$ cat src/rtl/rhp_pkg.sv
package rhp_pkg;

  // ---------------------------------------------------------------
  // register offsets (byte addresses)
  // ---------------------------------------------------------------
  localparam logic [7:0] RHP_OFS_DESC_B = 8'h4C;
  localparam logic [7:0] RHP_OFS_STATUS = 8'h50;

  // ---------------------------------------------------------------
  // port descriptor field layout
  // ---------------------------------------------------------------
  localparam int RHP_MASK_LSB = 16;
  localparam int RHP_REMOV_LSB = 0;
  localparam int RHP_MAX_PORTS = 15;

  // ---------------------------------------------------------------
  // hub status bit positions
  // ---------------------------------------------------------------
  localparam int RHP_BIT_WAKE_CLR = 31;
  localparam int RHP_BIT_OC_CHG = 17;
  localparam int RHP_BIT_PWR_ON = 16;
  localparam int RHP_BIT_WAKE_EN = 15;
  localparam int RHP_BIT_OC_IND = 1;
  localparam int RHP_BIT_PWR_OFF = 0;

  // ---------------------------------------------------------------
  // reset values
  // ---------------------------------------------------------------
  localparam logic [31:0] RHP_STATUS_RST = 32'h0000_0000;
  localparam logic [15:0] RHP_MASK_RST = 16'h0000;

  // register bus request
  typedef struct packed {
    logic        sel;
    logic        wr;
    logic [7:0]  addr;
    logic [31:0] wdata;
  } rhp_req_t;

endpackage

$ cat src/rtl/rhp_port_power.sv
// per-port power switch state
module rhp_port_power #(
  parameter int NUM_PORTS = 2
) (
  input wire logic clk_sys,
  input wire logic reset,
  input wire logic clk_en,
  input wire logic per_port_mode,
  input wire logic [NUM_PORTS:1] port_power_mask,
  input wire logic global_on,
  input wire logic global_off,
  input wire logic [NUM_PORTS:1] port_set,
  input wire logic [NUM_PORTS:1] port_clr,
  output logic [NUM_PORTS:1] port_power
);

  logic [NUM_PORTS:1] pwr_ff;
  logic [NUM_PORTS:1] nxt_pwr;
  logic [NUM_PORTS:1] global_sel;

  // in global mode the mask field has no meaning
  assign global_sel = per_port_mode ? ~port_power_mask : '1;
  assign port_power = pwr_ff;

  // in per-port mode masked ports follow per-port commands, others the global ones
  always_comb
  begin
    for (int i = 1; i <= NUM_PORTS; i++)
    begin
      nxt_pwr[i] = pwr_ff[i];
      if (global_sel[i])
      begin
        if (global_on)
          nxt_pwr[i] = 1'b1;
        else if (global_off)
          nxt_pwr[i] = 1'b0;
      end
      else
      begin
        if (port_set[i])
          nxt_pwr[i] = 1'b1;
        else if (port_clr[i])
          nxt_pwr[i] = 1'b0;
      end
    end
  end

  always_ff @(posedge clk_sys)
  begin
    if (reset)
      pwr_ff <= '0;
    else if (clk_en)
      pwr_ff <= nxt_pwr;
  end

endmodule

$ cat src/rtl/rhp_regs.sv
// Behaviour
// - masked ports in per-port mode change power only by per-port commands
// - ports with clear mask bit follow global power on and off commands
// - in global switching mode the mask field is ignored
// - mask bit 0 reserved, bit n belongs to port n
// - low sixteen descriptor bits flag non-removable devices per port
// - removable flag bit 0 reserved, bit n belongs to port n
// - hub status low half, matching change flags in upper half
// - status bit positions fixed, all reset zero, indicator read-only
// - writing one to power-on bit powers selected ports; reads zero
// - writing one to power-off bit unpowers selected ports unless power-on is written with it; reads zero
// - overcurrent change flag set on indicator change, cleared by writing one
// - bit 15 write one sets wake enable, bit 31 write one clears it
module rhp_regs #(
  parameter int NUM_PORTS = 2
) (
  input wire logic clk_sys,
  input wire logic reset,
  input wire logic clk_en,
  input wire rhp_pkg::rhp_req_t req,
  input wire logic per_port_mode,
  input wire logic overcurrent_in,
  input wire logic [NUM_PORTS:1] port_set,
  input wire logic [NUM_PORTS:1] port_clr,
  output logic [31:0] rdata,
  output logic [NUM_PORTS:1] port_power,
  output logic wake_on_connect_enable
);

  // ---------------------------------------------------------------
  // register state
  // ---------------------------------------------------------------
  logic [NUM_PORTS:1] port_power_mask_ff;
  logic [NUM_PORTS:1] nonremovable_flags_ff;
  logic wake_on_connect_enable_ff;
  logic overcurrent_change_flag_ff;
  logic overcurrent_indicator_ff;
  logic oc_meta_ff;
  logic oc_sync_ff;
  logic strap_done_ff;
  logic [31:0] rdata_ff;
  logic [NUM_PORTS:1] pwr_q;

  // ---------------------------------------------------------------
  // decode
  // ---------------------------------------------------------------
  // one compare serves all four strobes; an unmapped offset hits nothing
  function automatic logic bus_hit(
    input rhp_pkg::rhp_req_t r,
    input logic want_wr,
    input logic [7:0] ofs
  );
    return r.sel & (r.wr == want_wr) & (r.addr == ofs);
  endfunction

  wire wr_desc = bus_hit(req, 1'b1, rhp_pkg::RHP_OFS_DESC_B);
  wire wr_stat = bus_hit(req, 1'b1, rhp_pkg::RHP_OFS_STATUS);
  wire rd_desc = bus_hit(req, 1'b0, rhp_pkg::RHP_OFS_DESC_B);
  wire rd_stat = bus_hit(req, 1'b0, rhp_pkg::RHP_OFS_STATUS);
  // status command bits act only in the write cycle and are never stored
  wire global_on = wr_stat & req.wdata[rhp_pkg::RHP_BIT_PWR_ON];
  wire global_off = wr_stat & req.wdata[rhp_pkg::RHP_BIT_PWR_OFF];
  wire wake_set = wr_stat & req.wdata[rhp_pkg::RHP_BIT_WAKE_EN];
  wire wake_clr = wr_stat & req.wdata[rhp_pkg::RHP_BIT_WAKE_CLR];
  wire oc_clr = wr_stat & req.wdata[rhp_pkg::RHP_BIT_OC_CHG];
  wire oc_edge = oc_sync_ff ^ overcurrent_indicator_ff;

  // write data fields cut to the configured port count
  wire [NUM_PORTS:1] wr_mask = req.wdata[rhp_pkg::RHP_MASK_LSB + 1 +: NUM_PORTS];
  wire [NUM_PORTS:1] wr_flags = req.wdata[rhp_pkg::RHP_REMOV_LSB + 1 +: NUM_PORTS];

  // change set wins over a same-cycle clear, so no event is lost
  wire nxt_oc_chg = oc_edge | (overcurrent_change_flag_ff & ~oc_clr);
  // clear wins when both wake bits are written together
  wire nxt_wake_en = ~wake_clr & (wake_set | wake_on_connect_enable_ff);

  // ---------------------------------------------------------------
  // read images; reserved and command bits read zero
  // ---------------------------------------------------------------
  function automatic logic [15:0] port_field(input logic [NUM_PORTS:1] v);
    logic [15:0] f;
    f = '0;
    f[NUM_PORTS:1] = v;
    return f;
  endfunction

  wire [31:0] desc_img = {port_field(port_power_mask_ff),
                          port_field(nonremovable_flags_ff)};

  function automatic logic [31:0] status_image(
    input logic oc_chg,
    input logic wake_en,
    input logic oc_ind
  );
    logic [31:0] img;
    img = 32'h0000_0000;
    img[rhp_pkg::RHP_BIT_OC_CHG] = oc_chg;
    img[rhp_pkg::RHP_BIT_WAKE_EN] = wake_en;
    img[rhp_pkg::RHP_BIT_OC_IND] = oc_ind;
    // command bits act on write only and never hold state
    img[rhp_pkg::RHP_BIT_PWR_ON] = 1'b0;
    img[rhp_pkg::RHP_BIT_PWR_OFF] = 1'b0;
    img[rhp_pkg::RHP_BIT_WAKE_CLR] = 1'b0;
    return img;
  endfunction

  // every reserved status bit stays at zero on read
  wire [31:0] stat_img = status_image(overcurrent_change_flag_ff,
                                      wake_on_connect_enable_ff,
                                      overcurrent_indicator_ff);

  // zero on enabled cycles without a read; a stale word lingers only while clk_en is low
  wire [31:0] nxt_rdata = rd_desc ? desc_img : (rd_stat ? stat_img : 32'h0000_0000);

  // ---------------------------------------------------------------
  // overcurrent pin synchroniser
  // ---------------------------------------------------------------
  // only the second stage feeds logic; the first may go metastable
  always_ff @(posedge clk_sys)
  begin
    if (reset)
    begin
      oc_meta_ff <= 1'b0;
      oc_sync_ff <= 1'b0;
    end
    else if (clk_en)
    begin
      oc_meta_ff <= overcurrent_in;
      oc_sync_ff <= oc_meta_ff;
    end
  end

  // ---------------------------------------------------------------
  // hub status; change set wins over a same-cycle clear
  // ---------------------------------------------------------------
  always_ff @(posedge clk_sys)
  begin
    if (reset)
    begin
      overcurrent_indicator_ff <= 1'b0;
      overcurrent_change_flag_ff <= 1'b0;
      wake_on_connect_enable_ff <= 1'b0;
    end
    else if (clk_en)
    begin
      overcurrent_indicator_ff <= oc_sync_ff;
      overcurrent_change_flag_ff <= nxt_oc_chg;
      wake_on_connect_enable_ff <= nxt_wake_en;
    end
  end

  // ---------------------------------------------------------------
  // descriptor; removable flag of port NUM_PORTS defaults by port count
  // ---------------------------------------------------------------
  // the field helpers put port n at field bit n, so NUM_PORTS must
  // stay at or below rhp_pkg::RHP_MAX_PORTS or the upper half would
  // be overrun; larger hubs need a wider register, not a parameter
  always_ff @(posedge clk_sys)
  begin
    if (reset)
    begin
      port_power_mask_ff <= '0;
      nonremovable_flags_ff <= '0;
      strap_done_ff <= 1'b0;
    end
    else if (clk_en)
    begin
      strap_done_ff <= 1'b1;
      // strap cycle runs once after reset; a write there is dropped
      if (!strap_done_ff)
        nonremovable_flags_ff[NUM_PORTS] <= (NUM_PORTS >= 2);
      else if (wr_desc)
      begin
        port_power_mask_ff <= wr_mask;
        nonremovable_flags_ff <= wr_flags;
      end
    end
  end

  // ---------------------------------------------------------------
  // read data and outputs, all registered
  // ---------------------------------------------------------------
  // wake output trails its status bit by one cycle, power trails the
  // command by two; software never sees the difference through rdata
  always_ff @(posedge clk_sys)
  begin
    if (reset)
    begin
      rdata_ff <= 32'h0000_0000;
      port_power <= '0;
      wake_on_connect_enable <= 1'b0;
    end
    else if (clk_en)
    begin
      rdata_ff <= nxt_rdata;
      port_power <= pwr_q;
      wake_on_connect_enable <= wake_on_connect_enable_ff;
    end
  end

  assign rdata = rdata_ff;

  // ---------------------------------------------------------------
  // power switch state
  // ---------------------------------------------------------------
  // the submodule holds the switch state; this level adds the output
  // stage so every top-level output leaves straight from a flip-flop
  rhp_port_power #(
    .NUM_PORTS(NUM_PORTS)
  ) u_power (
    .clk_sys(clk_sys),
    .reset(reset),
    .clk_en(clk_en),
    .per_port_mode(per_port_mode),
    .port_power_mask(port_power_mask_ff),
    .global_on(global_on),
    .global_off(global_off),
    .port_set(port_set),
    .port_clr(port_clr),
    .port_power(pwr_q)
  );

endmodule

$ cat config.mk
export PLATFORM = sky130hd
export DESIGN_NAME = rhp_regs
export DESIGN_NICKNAME = d
export VERILOG_FILES = /design/src/rtl/rhp_pkg.sv /design/src/rtl/rhp_port_power.sv /design/src/rtl/rhp_regs.sv
export SDC_FILE = /design/constraint.sdc
export NUM_CORES = 1
export LEC_CHECK = 0
export ABC_AREA = 1
export ABC_CLOCK_PERIOD_IN_PS = 1800
export BUFFER_PORTS_ARGS = -buffer_cell sky130_fd_sc_hd__buf_2
export CAP_MARGIN = 25
export CORE_MARGIN = 1.5
export CORE_UTILIZATION = 45
export CTS_BUF_LIST = sky130_fd_sc_hd__clkbuf_8
export CTS_CLUSTER_SIZE = 8
export DETAILED_ROUTE_END_ITERATION = 6
export PLACE_DENSITY = 0.95
export SETUP_SLACK_MARGIN = 0.05
export SYNTH_ARGS = -nofsm -noshare
export SYNTH_HDL_FRONTEND = slang
export SYNTH_SLANG_ARGS = --single-unit
$ cat constraint.sdc
create_clock -name clk_sys -period 1.8 [get_ports clk_sys]
set_clock_uncertainty 0.05 [all_clocks]
set_input_delay 0.18 -clock clk_sys [delete_from_list [all_inputs] [get_ports clk_sys]]
set_output_delay 0.18 -clock clk_sys [all_outputs]
set_load 0.01 [all_outputs]
# Word-level counts from Yosys, hierarchy flattened
# Index checks and enable logic that the tools add are counted.
[word_totals]
reg_bits = 47
inputBits = 51
out_inout_bits = 35
[classes]
n_eq_ne = 5
n_mux = 13
bitwise_logic = 20
n_reduce_logical = 6
[op_table]
columns = ["cell", "n"]
rows = [
  ["$mux W19", 1],
  ["$mux W18", 1],
  ["$eq A8 B7 Y1 const B", 2],
  ["$and A1 B1 Y1", 13],
  ["$mux W1", 9],
  ["$reduce_and A3 Y1", 3],
  ["$ne A3 B3 Y1 const B", 2],
  ["$reduce_bool A3 Y1", 2],
  ["$mux W2", 2],
  ["$not A1 Y1", 3],
  ["$ne A2 B1 Y1 const B", 1],
  ["$not A2 Y2", 1],
  ["$or A1 B1 Y1", 2],
  ["$reduce_and A2 Y1", 1],
  ["$xor A1 B1 Y1", 1],
]

# Longest topological paths before layout
# Gate-level depths: netlist of the first run.
[logic_depth]
word_depth = 6
depth_mapped = 10
ltp_nobuf = 10

# Modules after synthesis
# Synthesis of the first run repeated with hierarchy kept, for this count alone.
[hier_totals]
cells_unflattened = 192
area_unflattened_um2 = 1277.5
[by_module_without_submodules]
columns = ["module", "instances", "cells_each", "area_each_um2", "seq_area_each_um2"]
rows = [
  ["rhp_regs", 1, 160, 1107.3, 360.3],
  ["rhp_port_power", 1, 32, 170.2, 40.0],
]

# Worst setup path before layout of the first run
# OpenSTA, ideal clock, no wires.
[synth_path]
kind = "input to register"
startpoint = "input req[33] (netlist name)"
endpoint = "register u_power.pwr_ff (netlist bit u_power.port_power[1])"
setup_time_ps = 113
arrival_ps = 826
required_time_ps = 1637
setup_slack_ps = 812
cell_stages = 8
path_cell_list = "nor2_2 > nand2_1 > nor2_4 > nand3_2 > nand2_1 > nand2_1 > nor2_1 > nor2_1"
[synth_between]
elab_chain_len = 5
word_cells_on_any_way = 8
classes_between = "2 x eq/ne; 2 x mux; 3 x bitwise; 1 x reduce/logical"
[synth_rtl]
columns = ["element", "line", "rtl"]
rows = [
  ["from (decl)", "rhp_regs.sv:20", "input wire rhp_pkg::rhp_req_t req,"],
  ["$eq A8 B7 Y1 *", "rhp_regs.sv:53", "return r.sel & (r.wr == want_wr) & (r.addr == ofs);"],
  ["$and A1 B1 Y1 *", "rhp_regs.sv:53", ""],
  ["$and A1 B1 Y1 (on tied branches)", "rhp_regs.sv:61, rhp_regs.sv:62", ""],
  ["$ne A3 B3 Y1 (no source line) or $mux W1 (tied branches)", "n/a", ""],
  ["$reduce_and A3 Y1 (no source line) or $mux W1 (tied branches)", "n/a", ""],
  ["to (signal assigned)", "rhp_port_power.sv:53", "pwr_ff <= nxt_pwr;"],
  ["to (decl)", "rhp_port_power.sv:17", "logic [NUM_PORTS:1] pwr_ff;"],
]
# Every way passes the cells marked *; elsewhere a longest branch is shown, timed or not.
# A chain may end at the register's enable or synchronous reset.

# Worst setup path in the final report of the first run
[layout_path]
startpoint = "register port_power_mask_ff[1] (netlist name)"
endpoint = "register u_power.pwr_ff (netlist bit u_power.port_power[1])"
[layout_between]
elab_chain_len = 4
word_cells_on_any_way = 6
classes_between = "1 x eq/ne; 2 x mux; 1 x bitwise; 2 x reduce/logical"
[layout_rtl]
columns = ["element", "line", "rtl"]
rows = [
  ["from (decl)", "rhp_regs.sv:33", "logic [NUM_PORTS:1] port_power_mask_ff;"],
  ["from (signal assigned)", "rhp_regs.sv:174", "port_power_mask_ff <= wr_mask;"],
  ["$not A2 Y2 *", "rhp_port_power.sv:22", "assign global_sel = per_port_mode ? ~port_power_mask : '1;"],
  ["$mux W2 *", "rhp_port_power.sv:22", ""],
  ["$ne A3 B3 Y1 (no source line) or $reduce_bool A3 Y1 (tied branches)", "n/a", ""],
  ["$reduce_and A3 Y1 (no source line)", "n/a", ""],
]
# Marks and branches as above.

==> results of run 1 <==
## per-layer routing
metal / part of all wire (%) / vias up
li1: - / 555
met5: 0 / -
met1: 44 / 455
met4: 1.9 / 0
met3: 7.3 / 5
met2: 47 / 47
## registers in the layout, summed over array words and instances, names as in the netlist
signal / count
nonremovable_flags_ff: 2
oc_meta_ff: 1
oc_sync_ff: 1
overcurrent_change_flag_ff: 1
overcurrent_indicator_ff: 1
port_power: 2
port_power_mask_ff: 2
rdata: 5
strap_done_ff: 1
u_power.port_power: 2
wake_on_connect_enable: 1
wake_on_connect_enable_ff: 1
## synth_stat cells
cell      count
buf_6         1
conb_1        1
a21oi_1      16
clkbuf_1      1
o21ai_0      11
nor3_1        5
and2_2        1
or2_2         1
dfxtp_1      20
nand2_1      32
o31a_1        1
nand4_1       2
nor2_2        5
nor2_1       17
nand2_2       1
nor2_4        1
nand3_1       7
nand3_2       1
inv_2         1
inv_1        15
nor3_2        1
buf_2         2
buf_4        27
## layout make-up
class	count	area, um2	share of cell area (%)
flip-flops and latches	20	400.4	30.27
clock buffers	4	55.05	4.163
inverters	16	60.06	4.541
multi-input cells	129	584.3	44.18
repair buffers	36	185.2	14.00
well taps	30	37.54	2.838
## through the flow
stage / setup WS, ps / cells
2_1_floorplan: 811.6 / 196
3_3_place_gp: 579.0 / 231
3_5_place_dp: 550.5 / 231
4_1_cts: 802.5 / 235
5_1_grt: 655.0 / 235
6_report: 803.0 / 235
## power breakdown
group	total [W]	switching [W]	internal (W)
registers	0.000467	0.00000832	0.000458
logic	0.000131	0.0000839	0.0000468
clock network	0.000343	0.000148	0.000195
total	0.000940	0.000240	0.000700
## logic make-up after synthesis
group,count (synthesis)
simple gates,74
buf+inv,47
compound gates,28
flops,20
other cells,1
## cell usage in the layout, fill, tap and decap left out, types with 2 or more instances in the layout
cell type	synthesis	routed
buf_2	2	34
nand2_1	32	32
conb_1	1	27
dfxtp_1	20	20
nor2_1	17	17
a21oi_1	16	16
inv_1	15	15
o21ai_0	11	11
nand3_1	7	7
nor2_2	5	5
nor3_1	5	5
clkbuf_8	0	4
nand4_1	2	2
buf_4	27	2
## final timing paths
kind | depth (start not counted) | end | start | slack, ps
hold reg to reg | 2 | port_power[1] | u_power.port_power[1] | 410
hold / removal | 2 | nonremovable_flags_ff[2] | req[2] | 90
setup / recovery | 7 | u_power.port_power[1] | port_power_mask_ff[1] | 800
setup reg to reg | 7 | u_power.port_power[1] | port_power_mask_ff[1] | 800
==> flow_metrics.py, run 1 <==
metrics = {
    "critical_path": {
        "critPathTopFamily": "simple AND/OR/NAND/NOR gates",
        "crit_required_ps": 1950,
        "path_max_fanout": 3,
        "arrival_ps": 1150,
        "worst_path_most_repeated_cell": "nand2_1",
        "worstPathCellList": "nand2_1, inv_1, a21oi_1, nand2_1, nand2_1, nand2_1, nor2_1",
        "crit_type": "flip-flop to flip-flop",
        "cpPeakStageDelay_ps": 340,
        "cp_slowest_cell": "dfxtp_1",
        "critPathLaunchType": "flip-flop",
        "worst_setup_path_end_kind": "flip-flop",
        "cp.buffers_inverters": 1,
    },
    "clock_network": {
        "clock-sinks": 20,
        "cts_tree": "built",
        "clk_pin_slew_ps": 70,
        "cts_root_buf": "clkbuf_8",
        "cts_max_path_buffers": 2,
        "post-cts-setup-buffer-count": 0,
        "cts_resized": 0,
        "clock_latency_ps": 260,
        "ctsHoldBuffers": 0,
        "cts_made_buffers": 3,
        "cts_htree_levels": 1,
    },
    "cells_and_area": {
        "design_area_um2": 1323,
        "final_layout_size_suffix_gt1_share_pct": 25.37,
        "diodes": 0,
        "fin_util_pct": 53.38,
        "fillers": 254,
        "area_growth_pct": 12.57,
        "num-nets-final": 257,
    },
    "detailed_routing": {
        "via_per_inst": 4.519,
        "dr.pass1.iters": 4,
        "wl_um": 2209,
        "drt.antenna.violating_nets": 0,
        "wl_per_cell_um": 9.400,
        "first_iter_violations": 14,
        "num_vias": 1062,
        "drc": 0,
    },
    "status": {
        "status": "finished, final reports clean",
    },
    "power": {
        "peakVddDrop_v": 0.0005569,
        "totalPowerFinal_w": 0.0009402,
        "p_per_area_nw_per_um2": 710.9,
        "leakage_nw": 0.6927,
    },
    "placed_design": {
        "portBuffers": 34,
        "dpl_cell_area_um2": 1267,
        "gp_congestion": 0.7701,
        "dp_hpwl_um": 1711,
    },
    "synth": {
        "synthSimpleGateAreaFrac_pct": 28.86,
        "synth-adder-area-share_pct": 0,
        "yosys.area.top_type": "dfxtp_1",
        "ys_top_cells_by_area": "dfxtp_1, buf_4, nand2_1",
        "synth_xor_area_share_pct": 0,
        "synth_seq_cells": 20,
        "synth_top_family_by_area": "simple AND/OR/NAND/NOR gates",
        "yosysWarnings": 0,
        "synth_cells": 170,
        "synth.top_cell.area_share_pct": 34.08,
        "synthMuxAreaShare_pct": 0,
        "syn_area_per_cell_um2": 6.911,
        "synth.distinct_cells": 23,
        "synthesis.area_um2": 1175,
        "synth_compound_area_share_pct": 12.25,
        "ys_seq_area_share_pct": 34.08,
    },
    "hold_path": {
        "hold_path_class": "input pin to flip-flop",
    },
    "floorplan": {
        "die_x_um": 54.10,
        "dieHeight_um": 54.10,
        "io_pins": 86,
        "start_util_pct": 47.42,
        "die-area_um2": 2926,
        "num_rows": 18,
        "core-area_um2": 2477,
    },
    "timing": {
        "fin_crit_sh_pct": 55.39,
        "final-max-slew-violation-count": 0,
        "final_hold_viol_count": 0,
        "fmax_mhz": 1003,
        "timing.hold.ws_ps": 90.68,
        "grt_setup_unrepaired": "no",
        "tns_ps": 0,
        "fin_crit_ps": 997.0,
        "setup_viol": 0,
    },
    "grt": {
        "antenna_found_initial": 0,
        "grt_pass1_vias": 940,
        "grt-ovfl-total": 0,
        "grt_pass1_wl_um": 3622,
        "grt_util_met3_pct": 2.778,
        "top_usage_layer": "met2",
        "grtUsageTotal_pct": 16.92,
        "use_met1_pct": 20.14,
        "grt_util_met2_pct": 29.67,
        "grt_max_degree": 20,
    },
    "flow_run": {
        "cap_violations": 0,
    },
}
No activity file was read; power rests on OpenSTA's default activity.
==> run 2, diff against run 1 <==
ABC_CLOCK_PERIOD_IN_PS = 1030   (was 1800)
CORE_UTILIZATION = 41   (was 45)
PLACE_DENSITY = 0.88   (was 0.95)
clock period = 1.03 ns   (was 1.8 ns; I/O delays follow)
==> run 2 against run 1 <==
Compared with the run above:
- critical path depth stayed put
- flip-flop and latch count stayed put
- register-to-register slack worse by 720 ps
- worst setup slack worse by 720 ps
- utilization is 1.7 points lower
- cell count is 3.8% higher
- worst hold slack worse by 82 ps
- sequential share of layout area is 1.7 points lower
- sequential power is 75% higher
- cell area is 6.8% higher
- via count is 6.9% higher
- critical path type unchanged
==> flow_metrics.py, run 2 (synthesized netlist as in run 1, its figures left out) <==
metrics = {
    "power": {
        "peakVddDrop_v": 0.0007055,
        "p_per_area_nw_per_um2": 1170,
        "leakage_nw": 0.7274,
    },
    "floorplan": {
        "dieHeight_um": 56.53,
        "io_pins": 86,
        "core-area_um2": 2734,
        "die_x_um": 56.53,
        "num_rows": 19,
        "die-area_um2": 3196,
        "start_util_pct": 42.97,
    },
    "clock_network": {
        "cts_htree_levels": 1,
        "cts_made_buffers": 3,
        "clock_latency_ps": 250,
        "clock-sinks": 20,
        "cts_tree": "built",
        "cts_max_path_buffers": 2,
        "cts_root_buf": "clkbuf_8",
        "clk_pin_slew_ps": 70,
    },
    "critical_path": {
        "worst_setup_path_end_kind": "flip-flop",
        "critPathLaunchType": "flip-flop",
        "crit_type": "flip-flop to flip-flop",
        "r2r_cells": 7,
        "crit_required_ps": 1180,
        "arrival_ps": 1090,
        "rrSetupSlack_ps": 80,
        "r2r_start": "port_power_mask_ff[2]",
        "path_max_fanout": 3,
        "r2r-end": "u_power.port_power[2]",
    },
    "detailed_routing": {
        "drt.antenna.violating_nets": 0,
        "first_iter_violations": 17,
        "wl_um": 2455,
        "via_per_inst": 4.652,
        "wl_per_cell_um": 10.06,
        "num_vias": 1135,
        "drc": 0,
        "dr.pass1.iters": 4,
    },
    "timing": {
        "setup_viol": 0,
        "tns_ps": 0,
        "fin_crit_ps": 946.4,
        "grt_setup_unrepaired": "yes",
        "fin_crit_sh_pct": 91.88,
        "setup_ws_ps": 83.64,
        "fmax_mhz": 1057,
        "final-max-slew-violation-count": 0,
        "final_hold_viol_count": 0,
    },
    "cells_and_area": {
        "final_common_cell": "buf_2",
        "fillers": 267,
        "largest_register_ffs": 5,
        "diodes": 0,
        "final_layout_size_suffix_gt1_share_pct": 33.80,
        "fin_util_pct": 51.67,
        "area_growth_pct": 20.23,
        "num-nets-final": 265,
        "final_cell_mix": "buf_2, nand2_1, conb_1",
    },
    "flow_run": {
        "cap_violations": 0,
    },
    "hold_path": {
        "holdPathEnd": "nonremovable_flags_ff[2]",
        "holdPathStages": 2,
        "hold_start": "req[2]",
        "hold_path_class": "input pin to flip-flop",
    },
    "placed_design": {
        "dp_hpwl_um": 1898,
        "pre_cts_ws_ps": -124.6,
        "portBuffers": 34,
        "gp_congestion": 0.7542,
    },
    "grt": {
        "grt_pass1_wl_um": 4077,
        "grt_pass1_vias": 994,
        "grtUsageTotal_pct": 15.94,
        "grt-ovfl-total": 0,
        "antenna_found_initial": 0,
        "grt_max_degree": 18,
    },
    "status": {
        "status": "finished, final reports clean",
    },
}
[run 2: cell types whose count changed in the layout (fill, tap and decap cells not counted), moves of 2 or more]
cell	previous run	this run
buf_4	2	10
dfxtp_1	20	17
dfxtp_2	0	3
inv_1	15	12
inv_2	1	4
nand2_1	32	29
nand2_2	1	4
a21oi_1	16	14
a21oi_2	0	2
[run 2: routing by layer]
layer  GRT usage [%]  vias up  part of all wire, %
met3           2.304        6                  7.7
met4           6.463        0                  1.8
met1           19.23      501                   39
met5               0        -                    0
met2           28.07       50                   51
li1                -      578                    -
[run 2: area by class of cell]
class,count,area (um2),share of cell area (%)
multi-input cells,129,609.3,43.14
flip-flops and latches,20,404.1,28.61
repair buffers,44,245.2,17.36
inverters,16,60.06,4.252
clock buffers,4,55.05,3.897
well taps,31,38.79,2.746
[run 2: report_power, final]
part / total [W] / internal [W] / leakage, nW / switching [W]
logic: 0.000248 / 0.0000926 / 0.534 / 0.000155
registers: 0.000817 / 0.000802 / 0.165 / 0.0000154
clock network: 0.000589 / 0.000340 / 0.0288 / 0.000249
[run 2: repair_timing]
item                                    in CTS  in global routing
hold buffers                                 0                  0
buffers inserted                             0                  2
pin swaps                                    0                  6
endpoints found under the setup margin       2                  7
resized for setup                            2                 11
gates cloned                                 0                  0
[run 2: worst max path at each step]
stage	startpoint	to	slack (ps)	cells after the start
after floorplan	req[33]	u_power.port_power[1]	120	8
after global placement	req[37]	rdata[1]	-110	8
after detailed placement	req[37]	rdata[1]	-120	8
after CTS	port_power_mask_ff[1]	u_power.port_power[1]	50	7
after global routing	port_power_mask_ff[2]	u_power.port_power[2]	-2	7
final	port_power_mask_ff[2]	u_power.port_power[2]	80	7
[run 2: through the flow]
stage	std cells	cell area [um2]	hold slack, ps	total power [W]
after floorplan	196	1272	185.3	0.001052
after global placement	238	1314	274.8	0.001067
after detailed placement	238	1314	275.8	0.001073
after CTS	242	1374	9.480	0.001658
after global routing	244	1413	21.72	0.001735
final	244	1413	8.904	0.001653
[run 2: worst max-delay path: stages, from the launching register on]
cell	delay, ps
dfxtp_2	330
nand2_2	90
inv_2	40
a21oi_2	100
nand2_1	70
nand2_1	50
nand2_1	50
nor2_1	100
